`config.mk`:
```
export PLATFORM = sky130hd
export DESIGN_NAME = temp_tach_readout_status
export DESIGN_NICKNAME = d
export VERILOG_FILES = /design/src/logic/temp_tach_pkg.sv /design/src/logic/temp_tach_readout_status.sv
export VERILOG_INCLUDE_DIRS = /design/src /design/src/logic
export SDC_FILE = /design/constraint.sdc
export NUM_CORES = 1
export LEC_CHECK = 0
export BUFFER_PORTS_ARGS = -buffer_cell sky130_fd_sc_hd__buf_4
export CAP_MARGIN = 20
export CORE_ASPECT_RATIO = 1.2
export CORE_MARGIN = 2
export CORE_UTILIZATION = 49
export CTS_BUF_LIST = sky130_fd_sc_hd__clkbuf_16
export CTS_CLUSTER_SIZE = 8
export DETAILED_ROUTE_END_ITERATION = 8
export HOLD_SLACK_MARGIN = 0.03
export PLACE_DENSITY = 0.8
export SKIP_LAST_GASP = 1
export SYNTH_ARGS = -nofsm -noshare
export SYNTH_HDL_FRONTEND = slang
export SYNTH_SLANG_ARGS = --single-unit
```
`constraint.sdc`:
```
create_clock -name core_clk_i -period 1.9 [get_ports core_clk_i]
set_clock_uncertainty 0.1 [all_clocks]
set_input_delay 0.285 -clock core_clk_i [delete_from_list [all_inputs] [get_ports core_clk_i]]
set_output_delay 0.285 -clock core_clk_i [all_outputs]
set_load 0.01 [all_outputs]
```
`src/logic/temp_tach_defines.svh`:
```
`ifndef TEMP_TACH_DEFINES_SVH
`define TEMP_TACH_DEFINES_SVH
// Function
// - The second fan's count low byte (bits 7..0) reads at 55h and cannot be written.
// - The remote temperature high byte holds the sign in bit 7 and weights 64 down to 1 in bits 6..0.
// - The remote temperature low byte holds 0.5, 0.25, 0.125 in bits 7..5 and zeros in bits 4..0.
// - The local temperature uses the same two-byte format at 58h and 59h.
// - Reading the alarm status clears its alarm bits, and a fault still present sets its bit again.
// - Status bit 7 sets when programming the nonvolatile memory fails.
// - Status bit 7 clears only through a successful write followed by a reset, never by a read.
// - Status bit 6 sets on an open or shorted remote diode and is zero by default.
// - A remote diode fault never drives the alert output.
// - Status bit 5 sets only when the die temperature is strictly above the local high set point.
// - Status bit 4 sets only when the local temperature is strictly above the local overtemperature point.
// - Status bits 3 and 2 set when the remote temperature is strictly above the remote high and overtemperature points.
// - Status bits 1 and 0 flag the second and first fan failing.
// - The second fan's count high byte (bits 15..8) reads at 54h.

`define ADDR_FAN2_HIGH    8'h54
`define ADDR_FAN2_LOW     8'h55
`define ADDR_REMOTE_HIGH  8'h56
`define ADDR_REMOTE_LOW   8'h57
`define ADDR_LOCAL_HIGH   8'h58
`define ADDR_LOCAL_LOW    8'h59
`define ADDR_STATUS       8'h5a

`define BIT_PROG_CORRUPT  7
`define BIT_DIODE_FAULT   6
`define BIT_LOCAL_HIGH    5
`define BIT_LOCAL_OT      4
`define BIT_REMOTE_HIGH   3
`define BIT_REMOTE_OT     2
`define BIT_FAN2_FAIL     1
`define BIT_FAN1_FAIL     0

`define RESET_BYTE        8'h00
`define RESET_ALARMS      7'h00
`define RESET_COUNT       16'h0000
`define RESET_TEMP        11'h000
`define LOW_PAD_ZERO      5'h00
`define SETPOINT_FRAC     3'h0
`endif

```
`src/logic/temp_tach_pkg.sv`:
```
package temp_tach_pkg;
  typedef struct packed {
    logic [15:0] fan2_count;
    logic [10:0] remote_temp;
    logic [10:0] local_temp;
  } meas_t;

  typedef struct packed {
    logic [7:0] local_high;
    logic [7:0] local_ot;
    logic [7:0] remote_high;
    logic [7:0] remote_ot;
  } setpoint_t;

  typedef struct packed {
    logic       remote_diode_fault;
    logic [1:0] fan_fail;
  } fault_t;
endpackage

```
`src/logic/temp_tach_readout_status.sv`:
```
`timescale 1ns/1ns
`include "temp_tach_defines.svh"
module temp_tach_readout_status
  import temp_tach_pkg::*;
#(
  parameter int TEMP_W  = 11,
  parameter int COUNT_W = 16
) (
  // Clock and reset
  input  wire logic       core_clk_i,
  input  wire logic       rst_n_i,
  // Measurement results
  input  wire meas_t      meas_i,
  input  wire logic       meas_valid_i,
  // Thresholds and fault conditions
  input  wire setpoint_t  setpoint_i,
  input  wire fault_t     fault_i,
  // Nonvolatile memory status
  input  wire logic       nvm_write_done_i,
  input  wire logic       nvm_write_error_i,
  input  wire logic       nvm_boot_corrupt_i,
  // Register read port
  input  wire logic       rd_en_i,
  input  wire logic [7:0] rd_addr_i,
  output logic      [7:0] rd_data_o,
  output logic            rd_valid_o,
  // Alert pin level
  output logic            alert_o
);

  // Refused while elaborating, so a wrong width never reaches a netlist
  if (TEMP_W != 11 || COUNT_W != 16) begin : g_width_check
    $error("Register byte layout only serves an 11-bit temperature and a 16-bit count");
  end

  // Live measurement registers
  logic [15:0] fan2_count_reg;
  logic [15:0] fan2_count_next;
  logic [10:0] remote_temp_reg;
  logic [10:0] remote_temp_next;
  logic [10:0] local_temp_reg;
  logic [10:0] local_temp_next;

  always_comb begin
    fan2_count_next  = fan2_count_reg;
    remote_temp_next = remote_temp_reg;
    local_temp_next  = local_temp_reg;
    if (meas_valid_i) begin
      fan2_count_next  = meas_i.fan2_count;
      remote_temp_next = meas_i.remote_temp;
      local_temp_next  = meas_i.local_temp;
    end
  end

  always_ff @(posedge core_clk_i) begin
    if (!rst_n_i) begin
      fan2_count_reg  <= `RESET_COUNT;
      remote_temp_reg <= `RESET_TEMP;
      local_temp_reg  <= `RESET_TEMP;
    end else begin
      fan2_count_reg  <= fan2_count_next;
      remote_temp_reg <= remote_temp_next;
      local_temp_reg  <= local_temp_next;
    end
  end

  // Byte views of each pair; index 0 fan, 1 remote, 2 local
  logic [7:0] high_byte [3];
  logic [7:0] low_live  [3];
  logic [7:0] high_addr [3];
  logic [7:0] low_addr  [3];
  logic [7:0] low_snap_reg   [3];
  logic [7:0] low_snap_next  [3];
  logic [2:0] snap_valid_reg;
  logic [2:0] snap_valid_next;

  assign high_byte[0] = fan2_count_reg[15:8];
  assign low_live[0]  = fan2_count_reg[7:0];
  assign high_byte[1] = remote_temp_reg[10:3];
  assign low_live[1]  = {remote_temp_reg[2:0], `LOW_PAD_ZERO};
  assign high_byte[2] = local_temp_reg[10:3];
  assign low_live[2]  = {local_temp_reg[2:0], `LOW_PAD_ZERO};
  assign high_addr[0] = `ADDR_FAN2_HIGH;
  assign low_addr[0]  = `ADDR_FAN2_LOW;
  assign high_addr[1] = `ADDR_REMOTE_HIGH;
  assign low_addr[1]  = `ADDR_REMOTE_LOW;
  assign high_addr[2] = `ADDR_LOCAL_HIGH;
  assign low_addr[2]  = `ADDR_LOCAL_LOW;

  // A high-byte read freezes the low byte so a later update cannot tear the pair
  genvar p;
  generate
    for (p = 0; p < 3; p++) begin : g_pair
      always_comb begin
        low_snap_next[p]   = low_snap_reg[p];
        snap_valid_next[p] = snap_valid_reg[p];
        if (rd_en_i && rd_addr_i == high_addr[p]) begin
          low_snap_next[p]   = low_live[p];
          snap_valid_next[p] = 1'b1;
        end else if (rd_en_i && rd_addr_i == low_addr[p]) begin
          snap_valid_next[p] = 1'b0;
        end
      end

      always_ff @(posedge core_clk_i) begin
        if (!rst_n_i) begin
          low_snap_reg[p]   <= `RESET_BYTE;
          snap_valid_reg[p] <= 1'b0;
        end else begin
          low_snap_reg[p]   <= low_snap_next[p];
          snap_valid_reg[p] <= snap_valid_next[p];
        end
      end
    end
  endgenerate

  // Fault conditions
  function automatic logic above_point(input logic [10:0] temp, input logic [7:0] point);
    above_point = $signed(temp) > $signed({point, `SETPOINT_FRAC});
  endfunction

  logic [6:0] cond;
  always_comb begin
    cond                   = `RESET_ALARMS;
    cond[`BIT_DIODE_FAULT] = fault_i.remote_diode_fault;
    cond[`BIT_LOCAL_HIGH]  = above_point(local_temp_reg, setpoint_i.local_high);
    cond[`BIT_LOCAL_OT]    = above_point(local_temp_reg, setpoint_i.local_ot);
    cond[`BIT_REMOTE_HIGH] = above_point(remote_temp_reg, setpoint_i.remote_high);
    cond[`BIT_REMOTE_OT]   = above_point(remote_temp_reg, setpoint_i.remote_ot);
    cond[`BIT_FAN2_FAIL]   = fault_i.fan_fail[1];
    cond[`BIT_FAN1_FAIL]   = fault_i.fan_fail[0];
  end

  // Alarm status, program-corrupt flag and alert
  logic       status_read;
  logic [6:0] alarm_reg;
  logic [6:0] alarm_next;
  logic       corrupt_reg;
  logic       corrupt_next;
  logic       alert_next;

  assign status_read = rd_en_i && rd_addr_i == `ADDR_STATUS;

  always_comb begin
    // A fault present in the clearing cycle keeps its bit set
    alarm_next = (status_read ? `RESET_ALARMS : alarm_reg) | cond;
    // Only reset can clear it; the NVM reports whether its last write left it corrupt
    corrupt_next = corrupt_reg | (nvm_write_done_i & nvm_write_error_i);
    // Diode fault deliberately left out of the alert
    alert_next = alarm_next[`BIT_LOCAL_HIGH] | alarm_next[`BIT_REMOTE_HIGH];
  end

  always_ff @(posedge core_clk_i) begin
    if (!rst_n_i) begin
      alarm_reg   <= `RESET_ALARMS;
      corrupt_reg <= nvm_boot_corrupt_i;
      alert_o     <= 1'b0;
    end else begin
      alarm_reg   <= alarm_next;
      corrupt_reg <= corrupt_next;
      alert_o     <= alert_next;
    end
  end

  // Read port; writes do not exist, unmapped addresses read zero
  logic [7:0] rd_data_next;
  always_comb begin
    rd_data_next = `RESET_BYTE;
    unique case (rd_addr_i)
      `ADDR_FAN2_HIGH:   rd_data_next = high_byte[0];
      `ADDR_FAN2_LOW:    rd_data_next = snap_valid_reg[0] ? low_snap_reg[0] : low_live[0];
      `ADDR_REMOTE_HIGH: rd_data_next = high_byte[1];
      `ADDR_REMOTE_LOW:  rd_data_next = snap_valid_reg[1] ? low_snap_reg[1] : low_live[1];
      `ADDR_LOCAL_HIGH:  rd_data_next = high_byte[2];
      `ADDR_LOCAL_LOW:   rd_data_next = snap_valid_reg[2] ? low_snap_reg[2] : low_live[2];
      `ADDR_STATUS:      rd_data_next = {corrupt_reg, alarm_reg};
      default:           rd_data_next = `RESET_BYTE;
    endcase
  end

  always_ff @(posedge core_clk_i) begin
    if (!rst_n_i) begin
      rd_data_o  <= `RESET_BYTE;
      rd_valid_o <= 1'b0;
    end else begin
      rd_data_o  <= rd_en_i ? rd_data_next : `RESET_BYTE;
      rd_valid_o <= rd_en_i;
    end
  end
endmodule

```
After elaboration in Yosys (flattened, before gate mapping)
Memories as Yosys holds them, arrays and structs flattened.
Cells that the tools add are included.
{"block": "op_classes", "addsub": 0, "n_mul": 0, "div": 0, "magnitude_cmp": 4, "eq_ne": 7, "shifts": 0, "muxes": 20, "bitwise_logic": 7, "reduce_logical": 11}
{"cell": "2-to-1 mux 8 bit", "n": 9}
{"cell": "equality test 8 x 7 -> 1 bit, second input constant", "n": 7}
{"cell": "one-hot mux 8 bit (7 select lines)", "n": 1}
{"cell": "greater-than comparator 11 bit", "n": 4}
{"cell": "2-to-1 mux 1 bit", "n": 9}
{"cell": "logical AND 1 bit", "n": 7}
{"cell": "2-to-1 mux 7 bit", "n": 1}
{"cell": "OR 7 bit", "n": 1}
{"cell": "nonzero test 2 bit", "n": 3}
{"cell": "OR 1 bit", "n": 5}
{"cell": "AND reduction 2 bit", "n": 1}
{"cell": "AND 1 bit", "n": 1}
{"block": "word_totals", "register_bits": 59, "latch_bits": 0, "mem_bits_rw": 24, "mem_bits_ro": 0, "output_inout_bits": 10, "wordCells": 61, "memories": 1}
{"name": "low_snap_reg", "depth": 3, "width": 8, "read_ports": 3, "rd_ports_with_merged_regs": 0, "wr": 3, "line_no": "temp_tach_readout_status.sv:72", "text": "logic [7:0] low_snap_reg [3];"}

Depth between registers and ports, before layout
Gate-level depths: netlist of run 1.
{"block": "logic_depth", "word_depth": 5, "ltp_mapped": 8, "mapped_depth_nobuf": 7}

Worst setup path before layout of run 1
No wires, ideal clock.
{"block": "synth_path", "path_type": "input port to flip-flop", "startpoint": "in rd_addr_i[7]", "endpoint": "mem low_snap_reg[0][0]", "arrival_ps": 1851, "required_time_ps": 1684, "path_slack_ps": -168, "path_stages": 8, "path_buffers": 3, "path_cell_list": "nand4bb_1 -> buf_2 -> or3b_1 -> buf_2 -> or4b_4 -> buf_6 -> nand2_1 -> a21boi_1"}
{"item": "from (decl)", "line_no": "temp_tach_readout_status.sv:24", "text": "input wire logic [7:0] rd_addr_i,"}
{"item": "to (decl)", "line_no": "temp_tach_readout_status.sv:72"}

Final worst setup path of run 1
{"block": "layout_path", "startpoint": "reg local_temp_reg[6]", "endpoint": "reg alert_o"}
{"block": "layout_between", "elab_chain_len": 3}
{"item": "from (decl)", "line_no": "temp_tach_readout_status.sv:41", "text": "logic [10:0] local_temp_reg;"}
{"item": "from (signal assigned)", "line_no": "temp_tach_readout_status.sv:59", "text": "local_temp_reg <= `RESET_TEMP;"}
{"item": "from (signal assigned)", "line_no": "temp_tach_readout_status.sv:63", "text": "local_temp_reg <= local_temp_next;"}
{"item": "greater-than comparator 11 bit", "line_no": "temp_tach_readout_status.sv:119", "text": "above_point = $signed(temp) > $signed({point, `SETPOINT_FRAC});"}
{"item": "OR 7 bit", "line_no": "temp_tach_readout_status.sv:146", "text": "alarm_next = (status_read ? `RESET_ALARMS : alarm_reg) | cond;"}
{"item": "OR 1 bit", "line_no": "temp_tach_readout_status.sv:150", "text": "alert_next = alarm_next[`BIT_LOCAL_HIGH] | alarm_next[`BIT_REMOTE_HIGH];"}
{"item": "to (signal assigned)", "line_no": "temp_tach_readout_status.sv:161", "text": "alert_o <= alert_next;"}
{"item": "to (decl)", "line_no": "temp_tach_readout_status.sv:28", "text": "output logic alert_o"}
Every way passes these cells.
A chain may end at the register's enable or synchronous reset.

==> results of run 1 <==
## placed cells by master, fill, tap and decap left out, types with 2 or more instances in the layout
cell and instances:
a211o_1 2, mux2i_1 59, clkbuf_16 9, nor2b_1 50, nand2b_1 3, o211ai_1 2
nand2_1 33, a21oi_1 14, ha_1 32, bufinv_16 3, a22oi_1 10, o22a_1 3
o31ai_1 2, inv_1 37, buf_4 123, o22ai_1 3, nor2_1 21, a32o_1 2
nand4_1 6, nor3_1 5, or3_1 3, o211a_1 2, a21o_1 6, or2_2 2
nand3_1 2, a221oi_1 3, o41a_1 2, a21boi_1 8, dfxtp_1 72, o21ai_0 12
mux2_2 4
## metal layers
layer / share of wire / vias to the layer above / track usage
met2: 0.53 / 108 / 0.466
met3: 0.043 / 21 / 0.0548
met5: 0 / - / 0
met4: 0.025 / 0 / 0.0986
li1: - / 1758 / -
met1: 0.40 / 1695 / 0.272
## power breakdown
part / switching, W / total (W) / leakage, nW / internal [W]
sequential: 0.0000583 / 0.00166 / 0.600 / 0.00160
combinational: 0.000277 / 0.000611 / 1.72 / 0.000334
clock: 0.000620 / 0.00189 / 0.164 / 0.00127
total: 0.000955 / 0.00416 / 2.48 / 0.00321
## stage by stage
| stage | instance area (um^2) | util | worst slack, ps |
|---|---|---|---|
| after floorplan | 4030 | - | -103 |
| after global placement | 4990 | 0.619 | -114 |
| after detailed placement | 4990 | 0.619 | -147 |
| after CTS | 5330 | 0.661 | 85.6 |
| after global routing | 5330 | 0.662 | -14.6 |
| final | 5330 | 0.662 | 77.4 |
## worst reg2reg max path: cells and delay by family, from the launching register on
kind	cells	cell delay (ps)
AO/OA/AOI/OAI	4	590
flip-flops	1	430
AND/OR/NAND/NOR	1	300
adder cells (fa/ha/maj)	1	290
## kinds of logic (layout without fill, tap and decap cells)
family,Yosys count,count (layout)
buffers and inverters,57,176
AOI/OAI and AO/OA,76,76
adders and majority gates,32,32
muxes,64,64
and+or+nand+nor,135,135
DFF,73,73
## worst paths after layout
kind,slack (ps),endpoint,cells past startpoint,from
min,80,alarm_reg[0]$_SDFF_PN0_,3,fault_i[0]
min reg2reg,360,low_snap_reg[0][7]$_SDFFE_PN0P_,2,low_snap_reg[0][7]$_SDFFE_PN0P_
max reg2reg,80,alert_o$_SDFF_PN0_,6,local_temp_reg[6]$_SDFFE_PN0P_
max,80,alert_o$_SDFF_PN0_,6,local_temp_reg[6]$_SDFFE_PN0P_
## area by class of cell
type / instances / area (um^2)
Fill cell: 640 / 2730
Multi-Input combinational cell: 307 / 2340
Sequential cell: 73 / 1460
Timing Repair Buffer: 124 / 943
Clock buffer: 9 / 225
Inverter: 36 / 135
Tap cell: 95 / 119
Clock inverter: 7 / 110
==> metrics.txt, run 1 <==
result of the run complete, no violations; Total GRT Usage 0.249; drt total wl 10,700 um; max_slew headroom 0.748; half-perimeter wire length after placement 8210 um; Std-Cell Core Area 8060 um^2; DIE AREA 8940 um^2; biggest fanout along the worst timing path 4; routability congestion estimate from global placement 0.913; dominant combinational cell family by area after synthesis simple AND/OR/NAND/NOR gates; clock latency at the later pin of the worst-skew pair between 300 and 400 ps; vias after detailed routing 3,582; adder-cell area share of the yosys netlist 0.0996; critical-path cell list ha_1, a21oi_1, o21ai_0, a221oi_1, o31ai_1, or2_2; number of antenna violations at the first check in global routing 0; maximum number of pins on one net before global-route repair 29; WL/cell 16.4 um; number of buffers inserted for hold repair after clock tree synthesis 0; area share of the leading cell type in the synthesized netlist 0.364; total of cells resized after clock tree synthesis 0; TritonCTS clock tree done; Buffers on Ports 97; min-delay worst type in -> reg; drt initial violations 221; Hold Violations, Final 0; total negative setup slack 0 ps; Layout Cells excl Fill between 600 and 700; number of placed I/O pins between 90 and 100; Hold Worst Slack 84.8 ps; upper clock frequency limit 549 MHz; most frequent cells after synthesis dfxtp_1, mux2i_1, nor2b_1, inv_1, nand2_1; category of the most critical setup path reg -> reg; 1st-pass router iterations 4; Data arrival, critical path approximately 1900 ps; largest area contributor in the synthesized netlist dfxtp_1; sequential cell area fraction in the yosys report 0.364; slew at the pin closest to its max-slew limit 368 ps; cell family contributing the most delay on the critical path compound AO/OA/AOI/OAI gates; fraction of synthesis flops using an asynchronous set or reset pin 0; Post-CTS Repair Setup Buffers 0; floorplan die height 103 um; wire length of the first global-routing pass 17,000 um; vias in the first global route 3,629; Tcrit/Tclk final 0.959; proportion of layout cells with a drive suffix above 1 0.272; fin. max-slew vios 0; # DRC 0; unique cell type count in the Yosys netlist 47; clock input transition at the sequential cells of the worst setup and hold paths 60 ps; count of buffer and inverter cells on the critical path 0; crit path time final between 1500 and 2000 ps; Post-Synth Simple-Gate Area 0.184; P per Cell Area between 700 and 800 nW/um^2; Clock Path Buffers 2; clock root buffer clkbuf_16; synthesized area divided by synthesized cell count 9.20 um^2; compound-gate portion of the synthesized area 0.133; worst vdd rail ir drop roughly 0.49 mV; nets in the synthesized netlist 557; slowest cell on the critical path dfxtp_1; final-report setup violation count 0; # clock sinks 73; H-Tree Level Count 3; cell with the most instances after synthesis dfxtp_1; Largest register FFs 16; synthesized area between 4000 and 5000 um^2; total CTS buffers 9; starting density of the core 0.498; kind of end point of the critical path register; synth top area cells dfxtp_1, mux2i_1, ha_1, nor2b_1, inv_1; crit start category register; flop and latch count out of synthesis 73; Worst path max stage delay 430 ps; Max Cap Viol 0; number of placed instances with taps included around 640; Area growth, synth to finish 32.7%; Site Rows 36; via density per instance 5.50; multiplexer share of the synthesized area 0.164; Final #Nets 671; antenna viol nets, final 0; main flop type after synthesis dfxtp_1; Gate Count Post-Synth approximately 440; Yosys warning count 0; count of flip-flops with a built-in enable after synthesis 0; Die Wd about 87 um; diode insertion count for antenna repair 0; GRT overflow 0; xor-xnor portion of the synthesized cell area 0; endpoint required time on the critical path 2020 ps; overall power approximately 0.0042 W; leakage power total 2.48 nW
(Power assumes the default switching activity.)
==> inputs of run 2 (changes only) <==
--- a/config.mk
+++ b/config.mk
@@ -10,12 +10,11 @@
 export CAP_MARGIN = 20
 export CORE_ASPECT_RATIO = 1.2
 export CORE_MARGIN = 2
-export CORE_UTILIZATION = 49
+export CORE_UTILIZATION = 50
 export CTS_BUF_LIST = sky130_fd_sc_hd__clkbuf_16
 export CTS_CLUSTER_SIZE = 8
 export DETAILED_ROUTE_END_ITERATION = 8
-export HOLD_SLACK_MARGIN = 0.03
-export PLACE_DENSITY = 0.8
+export PLACE_DENSITY = 0.78
 export SKIP_LAST_GASP = 1
 export SYNTH_ARGS = -nofsm -noshare
 export SYNTH_HDL_FRONTEND = slang
==> constraint.sdc (replaced) <==
create_clock -name core_clk_i -period 1.85 [get_ports core_clk_i]
set_clock_uncertainty 0.1 [all_clocks]
set_input_delay 0.2775 -clock core_clk_i [delete_from_list [all_inputs] [get_ports core_clk_i]]
set_output_delay 0.2775 -clock core_clk_i [all_outputs]
set_load 0.01 [all_outputs]
==> run 2 against run 1 <==
The run now ends with DRC left. Final area grew 0.40%. Setup slack lost 3.7 ps. Combinational power grew 2%. Critical path type unchanged. Critical endpoint unchanged. Largest power group unchanged.
==> metrics.txt, run 2 (same netlist as run 1, synthesis figures left out) <==
result of the run complete, but fails checks; violated checks DRC; number of placed I/O pins 98; floorplan die height 102 um; biggest fanout along the worst timing path 3; # DRC 8; Area growth, synth to finish 33.3%; net switching fraction of the power 0.238; crit start category register; vias in the first global route 3,436; highest-utilization routing layer at the global route stage met2; Final #Nets 675; total CTS buffers 9; Buffers on Ports 97; internal power of the cells 0.00316 W; Die Wd 85.8 um; slack of the worst reg-to-reg path 70 ps; half-perimeter wire length after placement 7850 um; most frequent cells in the layout buf_4, dfxtp_1, mux2i_1, nor2b_1, inv_1; leakage power total between 2 and 2.5 nW; P per Cell Area 775 nW/um^2; Max Cap Viol 0; overall power approximately 0.0041 W; Comb pwr share 0.150; max_slew headroom 0.755; TritonCTS clock tree done; M2 GR Usage 0.438; WL/cell 15.5 um; minimum setup slack after placement -152 ps; switching power 0.000986 W; Clock Path Buffers 2; most common cell after layout, fill and taps aside buf_4; Site Rows 35; Hold Path Origin nvm_boot_corrupt_i; number of fill cells ~620; maximum number of pins on one net before global-route repair 43; number of placed instances with taps included 636; Std-Cell Core Area 7750 um^2; GR met3 Demand/Resource 0.0493; fin. max-slew vios 0; critical path startpoint remote_temp_reg[10]$_SDFFE_PN0P_; Worst Reg2Reg Path Length in Cells 6; via density per instance 5.37; clock root buffer clkbuf_16; number of buffers inserted for hold repair after clock tree synthesis 0; endpoint required time on the critical path 1960 ps; wire length of the first global-routing pass 16,100 um; # clock sinks 73; startpoint of the worst register-to-register path remote_temp_reg[10]$_SDFFE_PN0P_; worst vdd rail ir drop roughly 0.5 mV; Clock power frac 0.438; GRT overflow 0; Layout Cells excl Fill 652; antenna viol nets, final 0; routability congestion estimate from global placement 0.857; drt total wl slightly above 10,000 um; Data arrival, critical path 1890 ps; category of the most critical setup path reg -> reg; proportion of layout cells with a drive suffix above 1 0.280; vias after detailed routing 3,502; Reg2Reg Capture Point alert_o$_SDFF_PN0_; kind of end point of the critical path register; slew at the pin closest to its max-slew limit roughly 360 ps; Tcrit/Tclk final 0.960; Hold Violations, Final 0; Post-CTS Repair Setup Buffers 0; clock input transition at the sequential cells of the worst setup and hold paths 50 ps; crit path time final 1780 ps; Largest register FFs 16; clock latency at the later pin of the worst-skew pair 340 ps; number of antenna violations at the first check in global routing 0; smallest setup slack after layout 73.8 ps; 1st-pass router iterations 6; drt initial violations 226; end point of the critical path alert_o$_SDFF_PN0_; final-report setup violation count 0; part of the power in registers 0.412; area of all placed cells without fillers 5360 um^2; diode insertion count for antenna repair 0; met1 track demand over resource 0.283; Total GRT Usage 0.238; upper clock frequency limit 563 MHz; area after detailed placement around 5000 um^2; min-delay worst type in -> reg; H-Tree Level Count 3; starting density of the core 0.518; DIE AREA a little under 9000 um^2
==> run 2: changes by cell type in the layout (fill, tap and decap cells not counted), sizes merged <==
cell      change
clkinvlp      -1
clkinv        +2
buf           +4
bufinv        -1
==> run 2: layout make-up <==
type                    instances  area [um^2]  share of cell area
flip-flops and latches         73         1460               0.273
repair buffers                128          973               0.182
well taps                      92          115              0.0215
multi-input cells             307         2360               0.440
clock buffers                   9          225              0.0421
inverters                      36          135              0.0252
clock inverters                 7         86.3              0.0161
==> run 2: worst max-delay path, cell delays in order, from the launching register on <==
cell and delay (ps):
dfxtp_1 330, ha_1 310, nand4_1 130, o21ai_0 110, a221oi_1 270, o31ai_1 120, or2_2 280
==> run 2: power groups by stage <==
stage	clock network [W]	registers, W	logic, W
global route	0.00192	0.00171	0.000689
floorplan	0	0.00172	0.000338
CTS	0.00183	0.00171	0.000618
detailed placement	0	0.00174	0.000612
global placement	0	0.00174	0.000592
finish	0.00182	0.00171	0.000621
==> run 2: per-stage QoR <==
| step | hold slack [ps] | utilization | setup TNS, ps |
|---|---|---|---|
| after floorplan | 316 | - | -1170 |
| after global placement | 343 | 0.647 | -1420 |
| after detailed placement | 353 | 0.647 | -1590 |
| after CTS | 81.1 | 0.687 | 0 |
| after global routing | 91.5 | 0.691 | -14.2 |
| final | 81.1 | 0.691 | 0 |
==> run 2: worst min-delay path by stage <==
stage	to	slack (ps)	cells after the start
3_3_place_gp	low_snap_reg[0][7]$_SDFFE_PN0P_	340	2
3_5_place_dp	low_snap_reg[0][0]$_SDFFE_PN0P_	350	2
4_1_cts	alarm_reg[1]$_SDFF_PN0_	80	3
5_1_grt	alarm_reg[1]$_SDFF_PN0_	90	3
6_report	corrupt_reg$_DFF_P_	80	3
2_1_floorplan	alarm_reg[0]$_SDFF_PN0_	320	2
==> run 2: layer usage <==
layer	wire length, um	vias to the layer above
met5	0	-
met2	5340	90
met4	97	0
met1	4240	1640
met3	440	9
li1	-	1763
==> run 2: timing repair <==
| action | 4_1_cts | 5_1_grt |
|---|---|---|
| hold endpoints to repair | 0 | 0 |
| gates resized for setup | 0 | 5 |
| setup endpoints to repair | 0 | 1 |
==> inputs of run 3 (changes only) <==
--- a/config.mk
+++ b/config.mk
@@ -15,6 +15,7 @@
 export CTS_CLUSTER_SIZE = 8
 export DETAILED_ROUTE_END_ITERATION = 8
 export PLACE_DENSITY = 0.78
+export RECOVER_POWER = 100
 export SKIP_LAST_GASP = 1
 export SYNTH_ARGS = -nofsm -noshare
 export SYNTH_HDL_FRONTEND = slang
==> run 3 against run 2 <==
The flow still finishes with violations (DRC). Via count is 1.1% higher. Worst hold slack better by 1.8 ps. Critical path depth unchanged. Highest routed layer unchanged. Clock power hardly changed.
==> metrics.txt, run 3 (same netlist as run 1, synthesis figures left out) <==
result of the run complete, but fails checks; violated checks DRC; multi-input logic area approximately 2300 um^2; Post-CTS Repair Setup Buffers 0; number of placed instances with taps included 636; P per Cell Area 787 nW/um^2; number of buffers inserted for hold repair after clock tree synthesis 0; via density per instance 5.43; slew at the pin closest to its max-slew limit 1260 ps; crit path time final 1780 ps; critical-path cell list ha_1, nand4_1, o21ai_0, a221oi_1, o31ai_1, or2_2; minimum setup slack after placement -152 ps; total CTS buffers 9; # clock sinks 73; clock input transition at the sequential cells of the worst setup and hold paths around 60 ps; area of all placed cells without fillers 5270 um^2; Reg2Reg Capture Point alert_o$_SDFF_PN0_; Buffers on Ports 97; area after detailed placement 5020 um^2; number of antenna violations at the first check in global routing 0; number of fill cells 631; biggest fanout along the worst timing path 3; kind of end point of the critical path register; slack of the worst reg-to-reg path 70 ps; # DRC 8; Hold Path Origin nvm_boot_corrupt_i; slowest cell on the critical path dfxtp_1; Worst Hold Endpoint corrupt_reg$_DFF_P_; antenna viol nets, final 0; Largest register FFs 16; clock root buffer clkbuf_16; Storage cell area 1460 um^2; category of the most critical setup path reg -> reg; diode insertion count for antenna repair 0; Max Cap Viol 0; number of stages on the worst hold path 3; Data arrival, critical path approximately 1900 ps; total of cells resized after clock tree synthesis 0; part of the power in registers 0.412; proportion of layout cells with a drive suffix above 1 0.252; final-report setup violation count 0; max_slew headroom 0.157; Total GRT Usage 0.238; Area growth, synth to finish 31.1%; endpoint required time on the critical path roughly 2000 ps; most frequent cells in the layout buf_4, dfxtp_1, mux2i_1, nor2b_1, inv_1; DIE AREA 8770 um^2; upper clock frequency limit 563 MHz; H-Tree Level Count 3; min-delay worst type in -> reg; total negative setup slack 0 ps; worst vdd rail ir drop between 0.4 and 0.5 mV; Clock Path Buffers 2; Die Wd 85.8 um; startpoint of the worst register-to-register path remote_temp_reg[10]$_SDFFE_PN0P_; WL/cell 15.6 um; Worst Reg2Reg Path Length in Cells 6; fin. max-slew vios 0; crit start category register; internal power of the cells 0.00316 W; GRT overflow 0; Layout Cells excl Fill 652; wire length of the first global-routing pass roughly 16,000 um; Tcrit/Tclk final 0.961; cell family contributing the most delay on the critical path compound AO/OA/AOI/OAI gates; TritonCTS clock tree done; Hold Violations, Final 0; number of placed I/O pins 98; Std-Cell Core Area approximately 7800 um^2; 1st-pass router iterations 7; leakage power total 2.42 nW; count of buffer and inverter cells on the critical path 0; vias after detailed routing 3,541; switching power 0.000988 W; Site Rows 35; Comb pwr share 0.148; vias in the first global route 3,436; drt total wl between 10,000 and 15,000 um; most common cell after layout, fill and taps aside buf_4; maximum number of pins on one net before global-route repair 43; drt initial violations 198; smallest setup slack after layout 72.3 ps; net switching fraction of the power 0.239; Final #Nets around 680; Clock power frac 0.440; routability congestion estimate from global placement 0.857; clock latency at the later pin of the worst-skew pair 340 ps; Worst path max stage delay 330 ps; floorplan die height 102 um; overall power slightly above 0.004 W; starting density of the core 0.518; half-perimeter wire length after placement 7850 um
==> run 3: how the worst max path moves through the flow <==
stage                                                 from                         endpoint  slack (ps)  cells past startpoint
after CTS                 remote_temp_reg[10]$_SDFFE_PN0P_               alert_o$_SDFF_PN0_          70                      5
final                     remote_temp_reg[10]$_SDFFE_PN0P_               alert_o$_SDFF_PN0_          70                      6
after global routing      remote_temp_reg[10]$_SDFFE_PN0P_               alert_o$_SDFF_PN0_         -10                      6
after floorplan                               rd_addr_i[7]  low_snap_reg[0][0]$_SDFFE_PN0P_        -150                      8
after global placement                        rd_addr_i[7]  low_snap_reg[0][6]$_SDFFE_PN0P_        -120                      8
after detailed placement                      rd_addr_i[7]  low_snap_reg[0][5]$_SDFFE_PN0P_        -150                      8
==> run 3: final cells by class <==
cell class / instances / area share
multi-input cells: 307 / 0.445
flip-flops and latches: 73 / 0.278
repair buffers: 128 / 0.171
well taps: 92 / 0.0219
inverters: 36 / 0.0257
clock buffers: 9 / 0.0428
clock inverters: 7 / 0.0164
==> run 3: stage by stage <==
step                hold WS (ps)  utilization
floorplan                    316            -
global placement             343        0.647
detailed placement           353        0.647
CTS                         81.1        0.687
global route                91.5        0.680
finish                      82.9        0.680
==> run 3: worst register-to-register path: stages (launching register included) <==
cell      delay (ps)
dfxtp_1          330
ha_1             310
nand4_1          130
o21ai_0          110
a221oi_1         270
o31ai_1          120
or2_2            280
==> run 3: routing by layer <==
metal  share of wire  track usage  vias up
met1            0.42        0.283     1648
met5               0            0        -
met3           0.047       0.0493       15
met4           0.013       0.0611        0
met2            0.52        0.438      109
li1                -            -     1769
==> run 3: power groups by stage <==
stage	sequential, W	combinational (W)	clock [W]
2_1_floorplan	0.00172	0.000338	0
3_3_place_gp	0.00174	0.000592	0
3_5_place_dp	0.00174	0.000612	0
4_1_cts	0.00171	0.000618	0.00183
5_1_grt	0.00171	0.000680	0.00192
6_report	0.00171	0.000613	0.00182
